[config.mk]
export PLATFORM = sky130hd
export DESIGN_NAME = rcg_run_command_generator
export DESIGN_NICKNAME = d
export VERILOG_FILES = /design/src/rcg_pkg.sv /design/src/rcg_run_command_generator.sv /design/src/rcg_tick_timer.sv
export VERILOG_INCLUDE_DIRS = /design/src
export SDC_FILE = /design/constraint.sdc
export NUM_CORES = 1
export LEC_CHECK = 0
export ABC_AREA = 1
export ABC_CLOCK_PERIOD_IN_PS = 5900
export BUFFER_PORTS_ARGS = -buffer_cell sky130_fd_sc_hd__buf_2
export CORE_ASPECT_RATIO = 0.6
export CORE_UTILIZATION = 40
export DETAILED_ROUTE_END_ITERATION = 8
export PLACE_DENSITY_LB_ADDON = 0.05
export SLEW_MARGIN = 30
export SYNTH_ARGS = -nofsm -noshare
export SYNTH_HDL_FRONTEND = slang
export SYNTH_HIERARCHICAL = 1
export SYNTH_SLANG_ARGS = --single-unit
[constraint.sdc]
create_clock -name clock_in -period 5.9 [get_ports clock_in]
set_clock_uncertainty 0.15 [all_clocks]
set_input_delay 0.59 -clock clock_in [delete_from_list [all_inputs] [get_ports clock_in]]
set_output_delay 0.59 -clock clock_in [all_outputs]
set_load 0.02 [all_outputs]
[src/rcg_cfg.svh]
// Constants for the run command generator.
`ifndef RCG_CFG_SVH
`define RCG_CFG_SVH
`define RCG_WORD_W        16
`define RCG_BIT_FWD       0
`define RCG_BIT_REV       1
`define RCG_BIT_PROG_A    13
`define RCG_BIT_PROG_B    14
`define RCG_WORD_RESET    16'h0000
`define RCG_FREQ_W        16
`define RCG_TIMER_W       32
`define RCG_TICK_DIV      40000
`define RCG_TICK_W        16
`define RCG_TERM_FN_W     8
`define RCG_FN_FWD        8'h62
`define RCG_FN_REV        8'h63
`define RCG_PRIO_W        2
`define RCG_PRIO_ON_A     2'h1
`define RCG_PRIO_ON_B     2'h3
`endif

[src/rcg_pkg.sv]
// Types shared by the run command generator.
package rcg_pkg;
  typedef enum logic [1:0] {RCG_SRC_KEYPAD, RCG_SRC_MULTI_KEYPAD, RCG_SRC_TERMINAL,
                            RCG_SRC_LINK} rcg_src_t;
  typedef enum logic [1:0] {RCG_DECEL_CFG, RCG_DECEL_LINEAR} rcg_decel_t;
endpackage : rcg_pkg

[src/rcg_run_command_generator.sv]
// Run command generator: merges keypad, terminal and link run sources.
`timescale 1ns/1ps
`default_nettype none
`include "rcg_cfg.svh"
module rcg_run_command_generator
  import rcg_pkg::*;
#(
  parameter int WORD_W   = `RCG_WORD_W,
  parameter int FREQ_W   = `RCG_FREQ_W,
  parameter int TIMER_W  = `RCG_TIMER_W,
  parameter int TICK_DIV = `RCG_TICK_DIV
) (
  input  wire logic                      clock_in,
  input  wire logic                      rstn_in,
  input  wire rcg_pkg::rcg_src_t         run_source_in,
  input  wire logic                      key_run_in,
  input  wire logic                      key_run_forward_in,
  input  wire logic                      key_run_reverse_in,
  input  wire logic                      key_stop_in,
  input  wire logic                      run_forward_in,
  input  wire logic                      run_reverse_in,
  input  wire logic                      hold_assigned_in,
  input  wire logic                      three_wire_hold_in,
  input  wire logic                      link_command_enable_in,
  input  wire logic                      word_write_in,
  input  wire logic [WORD_W-1:0]         word_data_in,
  input  wire logic [`RCG_TERM_FN_W-1:0] forward_terminal_function_in,
  input  wire logic [`RCG_TERM_FN_W-1:0] reverse_terminal_function_in,
  input  wire logic [`RCG_PRIO_W-1:0]    stop_key_priority_in,
  input  wire logic [FREQ_W-1:0]         reference_freq_in,
  input  wire logic [FREQ_W-1:0]         starting_frequency_in,
  input  wire logic [FREQ_W-1:0]         stop_frequency_in,
  input  wire logic [FREQ_W-1:0]         lower_frequency_limit_in,
  input  wire logic                      lower_limit_action_in,
  input  wire logic                      command_loss_in,
  input  wire logic                      command_loss_response_in,
  input  wire logic                      timer_enable_in,
  input  wire logic [TIMER_W-1:0]        timer_load_in,
  input  wire logic                      overload_stop_enable_in,
  input  wire logic                      overload_in,
  input  wire logic                      overload_stop_setting_in,
  output logic [WORD_W-1:0]              link_run_command_word_out,
  output logic                           link_enable_out,
  output logic                           run_forward_out,
  output logic                           run_reverse_out,
  output rcg_pkg::rcg_decel_t            decel_select_out
);
  import rcg_pkg::*;

  logic [WORD_W-1:0] word_reg;
  logic              key_latch_reg;
  logic              key_dir_rev_reg;
  logic              hold_fwd_reg;
  logic              hold_rev_reg;
  logic              ovl_block_reg;
  logic              prio_stop_reg;
  logic              timer_expired;
  logic              run_fwd_next;
  logic              run_rev_next;

  function automatic logic prog_bit(input logic [`RCG_TERM_FN_W-1:0] fn,
                                    input logic [`RCG_TERM_FN_W-1:0] want,
                                    input logic bit_v);
    prog_bit = (fn == want) & bit_v;
  endfunction : prog_bit

  // Link word register.
  always_ff @(posedge clock_in or negedge rstn_in) begin
    if (!rstn_in) word_reg <= `RCG_WORD_RESET;
    else if (word_write_in) word_reg <= word_data_in;
  end

  wire link_prog_bit_a = word_reg[`RCG_BIT_PROG_A];
  wire link_prog_bit_b = word_reg[`RCG_BIT_PROG_B];
  // Programmable bits follow the function of the terminal they mirror.
  wire link_fwd = word_reg[`RCG_BIT_FWD]
                | prog_bit(forward_terminal_function_in, `RCG_FN_FWD, link_prog_bit_a)
                | prog_bit(reverse_terminal_function_in, `RCG_FN_FWD, link_prog_bit_b);
  wire link_rev = word_reg[`RCG_BIT_REV]
                | prog_bit(forward_terminal_function_in, `RCG_FN_REV, link_prog_bit_a)
                | prog_bit(reverse_terminal_function_in, `RCG_FN_REV, link_prog_bit_b);
  wire link_word_en = link_prog_bit_a | link_prog_bit_b
                    | word_reg[`RCG_BIT_FWD] | word_reg[`RCG_BIT_REV];
  wire link_sel = link_command_enable_in | (run_source_in == RCG_SRC_LINK);

  wire prio_on   = (stop_key_priority_in == `RCG_PRIO_ON_A)
                 | (stop_key_priority_in == `RCG_PRIO_ON_B);
  wire prio_stop = prio_on & key_stop_in;

  // Keypad run latch, cleared by stop or by timer expiry.
  always_ff @(posedge clock_in or negedge rstn_in) begin
    if (!rstn_in) begin
      key_latch_reg   <= 1'b0;
      key_dir_rev_reg <= 1'b0;
    end else if (key_stop_in || timer_expired) begin
      key_latch_reg <= 1'b0;
    end else if (run_source_in == RCG_SRC_KEYPAD && key_run_in) begin
      key_latch_reg <= 1'b1;
    end else if (run_source_in == RCG_SRC_MULTI_KEYPAD
                 && (key_run_forward_in ^ key_run_reverse_in)) begin
      key_latch_reg   <= 1'b1;
      key_dir_rev_reg <= key_run_reverse_in;
    end
  end

  // Three-wire hold latches; released when hold drops.
  always_ff @(posedge clock_in or negedge rstn_in) begin
    if (!rstn_in) begin
      hold_fwd_reg <= 1'b0;
      hold_rev_reg <= 1'b0;
    end else if (!three_wire_hold_in) begin
      hold_fwd_reg <= 1'b0;
      hold_rev_reg <= 1'b0;
    end else begin
      hold_fwd_reg <= hold_fwd_reg | run_forward_in;
      hold_rev_reg <= hold_rev_reg | run_reverse_in;
    end
  end

  wire term_fwd = hold_assigned_in ? (hold_fwd_reg | run_forward_in) & three_wire_hold_in
                                   : run_forward_in;
  wire term_rev = hold_assigned_in ? (hold_rev_reg | run_reverse_in) & three_wire_hold_in
                                   : run_reverse_in;

  wire key_fwd = key_latch_reg & ((run_source_in == RCG_SRC_KEYPAD)
               ? (run_forward_in | !run_reverse_in) : !key_dir_rev_reg);
  wire key_rev = key_latch_reg & ((run_source_in == RCG_SRC_KEYPAD)
               ? (run_reverse_in & !run_forward_in) : key_dir_rev_reg);

  wire sel_fwd = link_sel ? link_fwd
               : (run_source_in == RCG_SRC_TERMINAL) ? term_fwd : key_fwd;
  wire sel_rev = link_sel ? link_rev
               : (run_source_in == RCG_SRC_TERMINAL) ? term_rev : key_rev;
  wire both_on = sel_fwd & sel_rev;
  wire any_req = sel_fwd | sel_rev;

  wire freq_low   = (reference_freq_in < starting_frequency_in)
                  | (reference_freq_in < stop_frequency_in);
  wire below_lim  = lower_limit_action_in
                  & (reference_freq_in < lower_frequency_limit_in);
  wire loss_stop  = command_loss_in & !command_loss_response_in;
  wire ovl_trip   = overload_stop_enable_in & overload_in & overload_stop_setting_in;

  // Overload stop holds off until the run request is removed.
  always_ff @(posedge clock_in or negedge rstn_in) begin
    if (!rstn_in) ovl_block_reg <= 1'b0;
    else if (ovl_trip) ovl_block_reg <= 1'b1;
    else if (!any_req) ovl_block_reg <= 1'b0;
  end

  rcg_tick_timer #(
    .TICK_DIV (TICK_DIV),
    .TIMER_W  (TIMER_W)
  ) u_timer (
    .clock_in    (clock_in),
    .rstn_in     (rstn_in),
    .enable_in   (timer_enable_in & any_req),
    .start_in    (any_req),
    .load_in     (timer_load_in),
    .expired_out (timer_expired)
  );

  wire kill = both_on | prio_stop | freq_low | below_lim | loss_stop
            | ovl_trip | ovl_block_reg | timer_expired;
  assign run_fwd_next = sel_fwd & !kill;
  assign run_rev_next = sel_rev & !kill;

  always_ff @(posedge clock_in or negedge rstn_in) begin
    if (!rstn_in) begin
      run_forward_out           <= 1'b0;
      run_reverse_out           <= 1'b0;
      link_enable_out           <= 1'b0;
      prio_stop_reg             <= 1'b0;
      decel_select_out          <= RCG_DECEL_CFG;
      link_run_command_word_out <= `RCG_WORD_RESET;
    end else begin
      run_forward_out           <= run_fwd_next;
      run_reverse_out           <= run_rev_next;
      link_enable_out           <= link_word_en;
      link_run_command_word_out <= word_reg;
      if (prio_stop) prio_stop_reg <= 1'b1;
      else if (any_req && !key_stop_in) prio_stop_reg <= 1'b0;
      decel_select_out <= (prio_stop || (prio_stop_reg && !any_req))
                        ? RCG_DECEL_LINEAR : RCG_DECEL_CFG;
    end
  end
endmodule : rcg_run_command_generator
`default_nettype wire

[src/rcg_tick_timer.sv]
// Millisecond tick divider and run timer countdown.
`timescale 1ns/1ps
`default_nettype none
`include "rcg_cfg.svh"
module rcg_tick_timer #(
  parameter int TICK_DIV = `RCG_TICK_DIV,
  parameter int TIMER_W  = `RCG_TIMER_W
) (
  input  wire logic               clock_in,
  input  wire logic               rstn_in,
  input  wire logic               enable_in,
  input  wire logic               start_in,
  input  wire logic [TIMER_W-1:0] load_in,
  output logic                    expired_out
);
  logic [`RCG_TICK_W-1:0] div_reg;
  logic [TIMER_W-1:0]     count_reg;
  logic                   running_reg;
  wire                    tick = (div_reg == `RCG_TICK_W'(TICK_DIV - 1));

  always_ff @(posedge clock_in or negedge rstn_in) begin
    if (!rstn_in) div_reg <= '0;
    else div_reg <= tick ? '0 : div_reg + 1'b1;
  end

  // Counts down in ticks while armed; expiry is a one-cycle pulse.
  always_ff @(posedge clock_in or negedge rstn_in) begin
    if (!rstn_in) begin
      count_reg   <= '0;
      running_reg <= 1'b0;
      expired_out <= 1'b0;
    end else begin
      expired_out <= 1'b0;
      if (!enable_in) begin
        running_reg <= 1'b0;
      end else if (start_in && !running_reg) begin
        count_reg   <= load_in;
        running_reg <= 1'b1;
      end else if (running_reg && tick) begin
        if (count_reg == '0) begin
          running_reg <= 1'b0;
          expired_out <= 1'b1;
        end else begin
          count_reg <= count_reg - 1'b1;
        end
      end
    end
  end
endmodule : rcg_tick_timer
`default_nettype wire

# Word-level counts from Yosys, hierarchy flattened
# Index checks and enable logic that the tools add are counted.
# totals
input_bits	151
reg_bits	92
output_inout_bits	21
# classes
eq_ne	14
reduce_logical	24
bitwise_logic	42
addsub	2
n_mux	30
order_cmp	3
# op_table
operator	n
32-bit two-way mux	3
16-bit less-than comparator	3
8-bit by 7-bit equality test with 1-bit output, second input constant	4
32-bit zero test	1
32-bit by 1-bit subtractor with 32-bit output, second input constant	1
1-bit two-way mux	26
1-bit OR	21
1-bit AND	18
16-bit by 1-bit adder with 16-bit output, second input constant	1
16-bit equality test, second input constant	1
16-bit two-way mux	1
1-bit zero test	8
2-bit equality test, second input constant	3
1-bit logical AND	6
3-bit inequality test, second input constant	2
3-bit AND reduction	2
2-bit by 1-bit equality test with 1-bit output, second input constant	2
2-bit by 1-bit inequality test with 1-bit output, second input constant	2
2-bit nonzero test	2
3-bit nonzero test	1
2-bit zero test	1
1-bit logical OR	2
1-bit NOT	2
2-bit AND reduction	1
1-bit bitwise XOR	1

# Depth between registers and ports, before layout
# Gate-level depths: netlist of run 1.
# depth
word_depth	16
ltp_mapped	17
depth_no_buf	15

# Cells and area by module
# The synthesis of run 1 kept the hierarchy.
# by_module_without_submodules
module	n_inst	cells_each	area_per_inst_um2	seq_area_each_um2
rcg_tick_timer	1	541	3539.6	1251.2
rcg_run_command_generator	1	353	2836.5	1051.0

# Least setup slack after synthesis of run 1
# Ideal clock, no wire load.
# synth_timing
kind	in2reg
startpoint	in run_reverse_in
endpoint	reg u_timer.count_reg[26]
t_arrival_ns	2.060
setup_slack_ns	3.573
t_required_ns	5.633
setup_ns	0.117
path_stages	14
cell_sequence	o21ai_0 nand2_1 nand2_1 nand3_1 nand2_2 nand2_2 inv_1 nor2_2 inv_1 clkbuf_1 clkbuf_1 nand3_1 nand3_2 nand2_1
# synth_between
elab_chain_cells	10
word_cells_on_any_way	21
classes_between	eq/ne: 1; mux: 8; bitwise: 8; reduce/logical: 4
# synth_lines
item	line	text
start, declared	rcg_run_command_generator.sv:21	input wire logic run_reverse_in,
1-bit zero test	rcg_run_command_generator.sv:126	? (run_forward_in | !run_reverse_in) : !key_dir_rev_reg);
1-bit OR	rcg_run_command_generator.sv:126	
1-bit two-way mux	rcg_run_command_generator.sv:126	
1-bit AND	rcg_run_command_generator.sv:125	wire key_fwd = key_latch_reg & ((run_source_in == RCG_SRC_KEYPAD)
1-bit two-way mux	rcg_run_command_generator.sv:131	: (run_source_in == RCG_SRC_TERMINAL) ? term_fwd : key_fwd;
1-bit two-way mux	rcg_run_command_generator.sv:130	wire sel_fwd = link_sel ? link_fwd
1-bit OR (*)	rcg_run_command_generator.sv:135	wire any_req = sel_fwd | sel_rev;
via any_req	rcg_run_command_generator.sv:135	
1-bit logical AND	rcg_tick_timer.sv:36	end else if (start_in && !running_reg) begin
2-bit by 1-bit inequality test with 1-bit output (no source line) / 2-bit nonzero test (equally long branches)	--	
3-bit AND reduction (no source line)	--	
end signal, assigned	rcg_tick_timer.sv:37	count_reg <= load_in;
end signal, assigned	rcg_tick_timer.sv:44	count_reg <= count_reg - 1'b1;
end, declared	rcg_tick_timer.sv:17	logic [TIMER_W-1:0] count_reg;
# The timed path passes the listed nets; every way through them passes the cells marked *.
# A chain may end at the register's enable or synchronous reset.

# Worst setup path after layout of run 1
# layout_timing
startpoint	in run_source_in[0]
endpoint	reg u_timer.count_reg[1]
# layout_between
elab_chain_cells	9
word_cells_on_any_way	19
classes_between	eq/ne: 3; mux: 7; bitwise: 5; reduce/logical: 4
# layout_lines
item	line	text
start, declared	rcg_run_command_generator.sv:15	input wire rcg_pkg::rcg_src_t run_source_in,
2-bit zero test	rcg_run_command_generator.sv:125, rcg_run_command_generator.sv:127	
1-bit two-way mux (on tied branches)	rcg_run_command_generator.sv:126, rcg_run_command_generator.sv:128	
1-bit AND (on tied branches)	rcg_run_command_generator.sv:125, rcg_run_command_generator.sv:127	
1-bit two-way mux (on tied branches)	rcg_run_command_generator.sv:131, rcg_run_command_generator.sv:133	
1-bit two-way mux (on tied branches)	rcg_run_command_generator.sv:130, rcg_run_command_generator.sv:132	
1-bit OR (*)	rcg_run_command_generator.sv:135	
via any_req	rcg_run_command_generator.sv:135	
1-bit logical AND	rcg_tick_timer.sv:36	
2-bit by 1-bit inequality test with 1-bit output (no source line) / 2-bit nonzero test (equally long branches)	--	
3-bit AND reduction (no source line)	--	
# Marked as above.

==> results of run 1 <==
## final cells by class
cell class	instances	share of cell area, %
clock inverters	6	0.684
multi-input cells	645	44.7
clock buffers	10	3.11
flip-flops and latches	92	30.0
inverters	141	6.89
diodes	1	0.0326
well taps	203	3.31
repair buffers	172	11.3
## cells by family after synthesis
kind of cell / after synthesis
adders and majority gates: 47
AOI/OAI and AO/OA: 97
other: 1
xor gates and xnor gates: 6
DFF: 92
and+or+nand+nor: 482
buffers and inverters: 157
muxes: 12
## critical path, stage by stage
cell,delay [ns]
buf_2,0.14
a21oi_2,0.25
nor2_1,0.07
nand3_1,0.11
nand2_2,0.10
nand2_2,0.12
inv_1,0.06
nor2_2,0.07
buf_4,0.31
nand2_1,0.55
nand2_4,0.70
nand2_1,0.17
o21ai_2,0.11
## final timing paths
| check | from | endpoint | cells past startpoint |
|---|---|---|---|
| min in group clock_in | word_reg[2] | link_run_command_word_out[2] | 0 |
| min | rstn_in | u_timer/count_reg[27] | 1 |
| max reg2reg | word_reg[14] | u_timer/count_reg[1] | 13 |
| min reg2reg | word_reg[2] | link_run_command_word_out[2] | 0 |
| max | run_source_in[0] | u_timer/count_reg[1] | 13 |
| max in group asynchronous | rstn_in | u_timer/div_reg[10] | 2 |
## cell usage in the layout, fill, tap and decap left out, types with 2 or more instances in the layout
cell type and n:
or2_2 7, clkbuf_16 9, nand2_4 3, nand4_1 9
nor2_1 117, dfrtp_1 92, buf_4 4, a211oi_1 2
inv_2 9, o21bai_1 2, nand2_2 4, clkinvlp_4 2
nand2_1 240, o21ai_1 6, xor2_1 6, inv_6 2
inv_1 132, ha_1 47, a21o_1 3, nand3_1 75
a31oi_1 5, nand3_2 10, a21oi_1 31, nor2_4 2
o21a_1 2, nor3_1 9, nor2_2 2, o21ai_2 11
buf_2 168, o21ai_0 33, mux2_2 12
## stage by stage
step	instance area [µm²]	instances	utilization, %
global placement	7390	1253	47.8
global route	7680	1270	49.7
detailed placement	7390	1253	47.8
finish	7680	1270	49.7
floorplan	6380	894	-
CTS	7680	1269	49.7
## metal layers
layer	wire [µm]	up-vias	part of all wire [%]
li1	-	3176	-
met4	121	0	0.72
met3	1140	7	6.8
met2	6340	146	38
met1	9140	2604	55
met5	0	-	0
## power breakdown
part | switching [mW] | internal [mW] | total, mW | leakage [nW]
registers | 0.159 | 0.767 | 0.926 | 1.14
logic | 0.623 | 0.336 | 0.959 | 2.98
clock network | 0.266 | 0.304 | 0.571 | 0.138
==> metrics, run 1 <==
status complete, no violations; Max-Slew Margin vs Limit 46.5%; Wirelength per Cell 13.2 µm; Placer Congestion 0.959; CTS buffer count 9; DIE HEIGHT 99.8 µm; root buffer cell clkbuf_16; maximum number of pins on one net before global-route repair 48; main area contributors after synthesis dfrtp_1, nand2_1, ha_1; Slew Viols, Final 0; Setup WS pre-CTS 2.24 ns; final WL 16,700 µm; Die ar. 16,500 µm²; layout cells sized above 1 23.5%; DRC 0; final hold vios 0; Num Clock Sinks 92; peak supply drop 0.000208 V; Final Net Count 1,259; crit path kind in2reg; WHS 0.0914 ns; IO Pins 172; mux cell area share after synthesis 2.12%; H-tree levels 3; Worst Path Arrival 3.37 ns; Yosys top cell area share 36.1%; min Tclk post-route 3.27 ns; Post-Synthesis Cells 894; crit-path max FO 47; first-pass GRT wire length 27,600 µm; port bufs 169; Startpoint Class input port; combinational family with the most area after synthesis simple AND/OR/NAND/NOR gates; Clock Path Buffers 2; count leader, synth nand2_1; Post-CTS Setup Bufs 0; Die X 165 µm; final setup violation count 0; Initial Utilization 41.2%; GR Util met1 33.6%; Mapped Nets 1,092; Avg Cell Area, Syn 7.13 µm²; Cell Rows 35; antenna violations before repair 2; vias 5,933; Leak 4.26 nW; Layout area overhead 20.5%; Core Area 15,500 µm²; Setup WS post-layout 2.63 ns; post-synthesis compound-gate area fraction 8.83%; post-synthesis register bit count 92; Post-Synth XOR/XNOR Area 0.824%; multi-input logic area 3430 µm²; Synth cell types 39; Via density 4.67; Critical Path Sink Type flip-flop; grt ovf 0; Seq. cell area 2300 µm²; drt pass-1 iters 5; RSZ-0062 raised after global routing no; Synth Area in Simple Gates 32.8%; Tot Pwr 2.46 mW; post-synthesis sequential area ratio 36.1%; CTS tree done; post-cts sizing count 0; Filler cells 1,617; count of hold-fix buffers inserted at cts 0; clk slew on worst S/H paths 0.07 ns; Netlist Area Pre-Place 6380 µm²; EDFF count, synth 0; DRT iter0 DRCs 334; yosys warns 6; PD cells 320 nW/µm²; Tcrit/Tclk final 55.5%; Max-Cap Viols 0; Synth top cells by count nand2_1, inv_1, nor2_1, dfrtp_1, nand3_1; Peak Freq 305 MHz; Data required, critical path 5.99 ns; met3 usage 5.04%; setup TNS 0 ns; ys flop type dfrtp_1; ANT nets after route 0; Worst R2R Setup Slack 2.65 ns; Largest register FFs 32; grt met2 use 30.0%; clock latency on the worst-skew pair 0.34 ns; GRT Overall Usage 21.6%; slew at the pin closest to its max-slew limit 0.801 ns; vias in the first global route 5,555; Worst Hold Class in2async; ys async rst share 100%; adder-cell share of the synthesized area 9.22%; Top Usage Layer GRT met1; Final HPWL DP 13,300 µm; Synth area leader dfrtp_1
Power figures use the tool's default switching activity.
==> inputs of run 2 (changes only) <==
- ABC_AREA: 1 -> 0
- ABC_CLOCK_PERIOD_IN_PS: 5900 -> 3100
- clock period: 5.9 -> 3.1 ns (I/O delays scaled with it)
==> metrics, run 2 <==
Post-Layout Cell Count 992; final hold vios 0; drt pass-1 iters 5; post-synthesis compound-gate area fraction 15.1%; Data required, critical path 3.17 ns; ys async rst share 100%; Final Net Count 993; Post-Synth XOR/XNOR Area 2.30%; Max-Slew Margin vs Limit 46.5%; Worst Hold Class in2reg; Slew Viols, Final 0; crit path kind reg2reg; port bufs 169; min Tclk post-route 2.89 ns; antenna violations before repair 1; count leader, synth dfrtp_1; Leak 3.46 nW; Critical Path Sink Type flip-flop; EDFF count, synth 0; ANT nets after route 0; sw power 1.34 mW; Tcrit/Tclk final 93.3%; DRC 0; root buffer cell clkbuf_16; Initial Utilization 41.4%; final setup violation count 0; CTS tree done; commonest non-fill, non-tap cells in the layout buf_2, dfrtp_1, inv_1, ha_1, nand2_1; combinational family with the most area after synthesis simple AND/OR/NAND/NOR gates; Post-Place Cells 975; Layout area overhead 26.2%; Post-Synthesis Cells 612; status complete, no violations; switching part of the total 35.3%; Filler cells 1,334; DRT met1 WL 7930 µm; ant diodes 0; Peak Freq 346 MHz; Final HPWL DP 12,500 µm; yosys warns 6; ys flop type dfrtp_1; Met3 Wirelength 1270 µm; Int Power 2.45 mW; crit-path cells nand4b_1, nor2_1, a22o_1, o32a_2, nand2b_4, and2_1, buf_4, and2_1, a22o_1, or3_1; Startpoint Class flip-flop; maximum number of pins on one net before global-route repair 39; Mapped Nets 810; vias 5,339; Netlist Area Pre-Place 5710 µm²; DRT iter0 DRCs 352; Tot Pwr 3.78 mW; CP max-delay cell dfrtp_1; Seq pwr share 42.5%; crit-path leading delay family simple AND/OR/NAND/NOR gates; Cell Rows 33; Seq. cell area 2300 µm²; main area contributors after synthesis dfrtp_1, ha_1, inv_1; clock latency on the worst-skew pair 0.34 ns; WP buf/inv 1; Avg Cell Area, Syn 9.33 µm²; Placer Congestion 0.881; post-synthesis sequential area ratio 40.3%; final core occ 52.3%; Setup WS post-layout 0.208 ns; first-pass GRT wire length 26,100 µm; Setup WS pre-CTS 0.0741 ns; setup TNS 0 ns; Synth area leader dfrtp_1; worst stage delay on the critical path 0.41 ns; RSZ-0062 raised after global routing no; GRT Overall Usage 22.6%; most common cell after layout, fill and taps aside buf_2; final WL 15,900 µm; PD cells 525 nW/µm²; IO Pins 172; Core Area 13,800 µm²; Clock Path Buffers 2; CTS buffer count 9; multi-input logic area 3100 µm²; share of total power in the clock network 28.7%; vias in the first global route 5,219; DIE HEIGHT 94.5 µm; crit-path max FO 10; peak supply drop 0.000347 V; Synth Area in Simple Gates 23.1%; grt ovf 0; met2 wire len 6590 µm; Wirelength per Cell 16.1 µm; Die X 156 µm; Max-Cap Viols 0; Post-CTS Setup Bufs 0; uppermost layer routed met5; Comb pwr share 28.9%; Num Clock Sinks 92; clk slew on worst S/H paths 0.07 ns; mux cell area share after synthesis 3.33%; Synth cell types 66; Worst Path Arrival 2.97 ns; adder-cell share of the synthesized area 10.3%; Synth top cells by count dfrtp_1, inv_1, ha_1, nand2_1, nor2_1; Largest register FFs 32; H-tree levels 3; layout cells sized above 1 30.3%; Yosys top cell area share 40.3%; post-synthesis register bit count 92; Die ar. 14,800 µm²; Via density 5.38; slew at the pin closest to its max-slew limit 0.796 ns
[run 2: changes by cell type after synthesis, sizes merged, moves of 7 or more]
cell | previous run | this run
clkbuf | 8 | 15
inv | 141 | 53
nand2 | 247 | 45
nand2b | 0 | 8
nand3 | 85 | 18
nor2 | 121 | 38
nor3 | 10 | 30
nor4 | 1 | 17
nor4b | 0 | 9
o21ai | 50 | 18
o22ai | 0 | 20
or3 | 0 | 10
[run 2: cells by family (layout without fill, tap and decap cells)]
logic type	after synthesis	after routing
flops	92	92
simple gates	236	236
mux	17	17
fa+ha+maj	47	47
xor+xnor	15	15
compound gates	127	127
buf+inv	77	265
other cells	1	1
[run 2: per-layer routing]
layer,vias up,track usage [%]
met3,16,5.87
met2,179,33.7
met4,2,4.82
li1,2615,-
met5,-,0
met1,2527,32.9
[run 2: power groups by stage]
stage / combinational (mW) / clock (mW) / sequential [mW]
5_1_grt: 1.22 / 1.17 / 1.64
6_report: 1.09 / 1.08 / 1.61
4_1_cts: 1.09 / 1.13 / 1.60
3_5_place_dp: 1.08 / 0 / 1.62
3_3_place_gp: 1.05 / 0 / 1.61
2_1_floorplan: 0.683 / 0 / 1.59
[run 2: path summary, 6_finish.rpt]
path / slack (ns) / cells after the start / from / to
worst max-delay path: 0.21 / 10 / word_reg[14] / u_timer/count_reg[11]
worst max register to register: 0.21 / 10 / word_reg[14] / u_timer/count_reg[11]
min in group asynchronous: 0.35 / 2 / rstn_in / u_timer/count_reg[5]
worst min-delay path: 0.04 / 2 / word_data_in[1] / word_reg[1]
max in group asynchronous: 1.76 / 3 / rstn_in / word_reg[3]
worst min register to register: 0.22 / 0 / word_reg[7] / link_run_command_word_out[7]
[run 2: area by class of cell]
cell class / count / share of cell area [%]
Multi-Input combinational cell: 443 / 43.1
Sequential cell: 92 / 32.0
Timing Repair Buffer: 196 / 14.8
Tap cell: 192 / 3.33
Clock buffer: 9 / 3.13
Inverter: 53 / 2.76
Clock inverter: 7 / 0.955
[run 2: timing repair]
item	4_1_cts	5_1_grt
resized for setup	0	1
endpoints found under the setup margin	0	5
hold buffers	1	0
endpoints found under the hold margin	36	0
[run 2: per-stage QoR]
| stage | hold WS (ns) | instance area, µm² |
|---|---|---|
| after floorplan | -0.136 | 5710 |
| after global placement | 0.180 | 6900 |
| after detailed placement | 0.179 | 6900 |
| after CTS | 0.0294 | 7200 |
| after global routing | 0.0401 | 7210 |
| final | 0.0448 | 7210 |
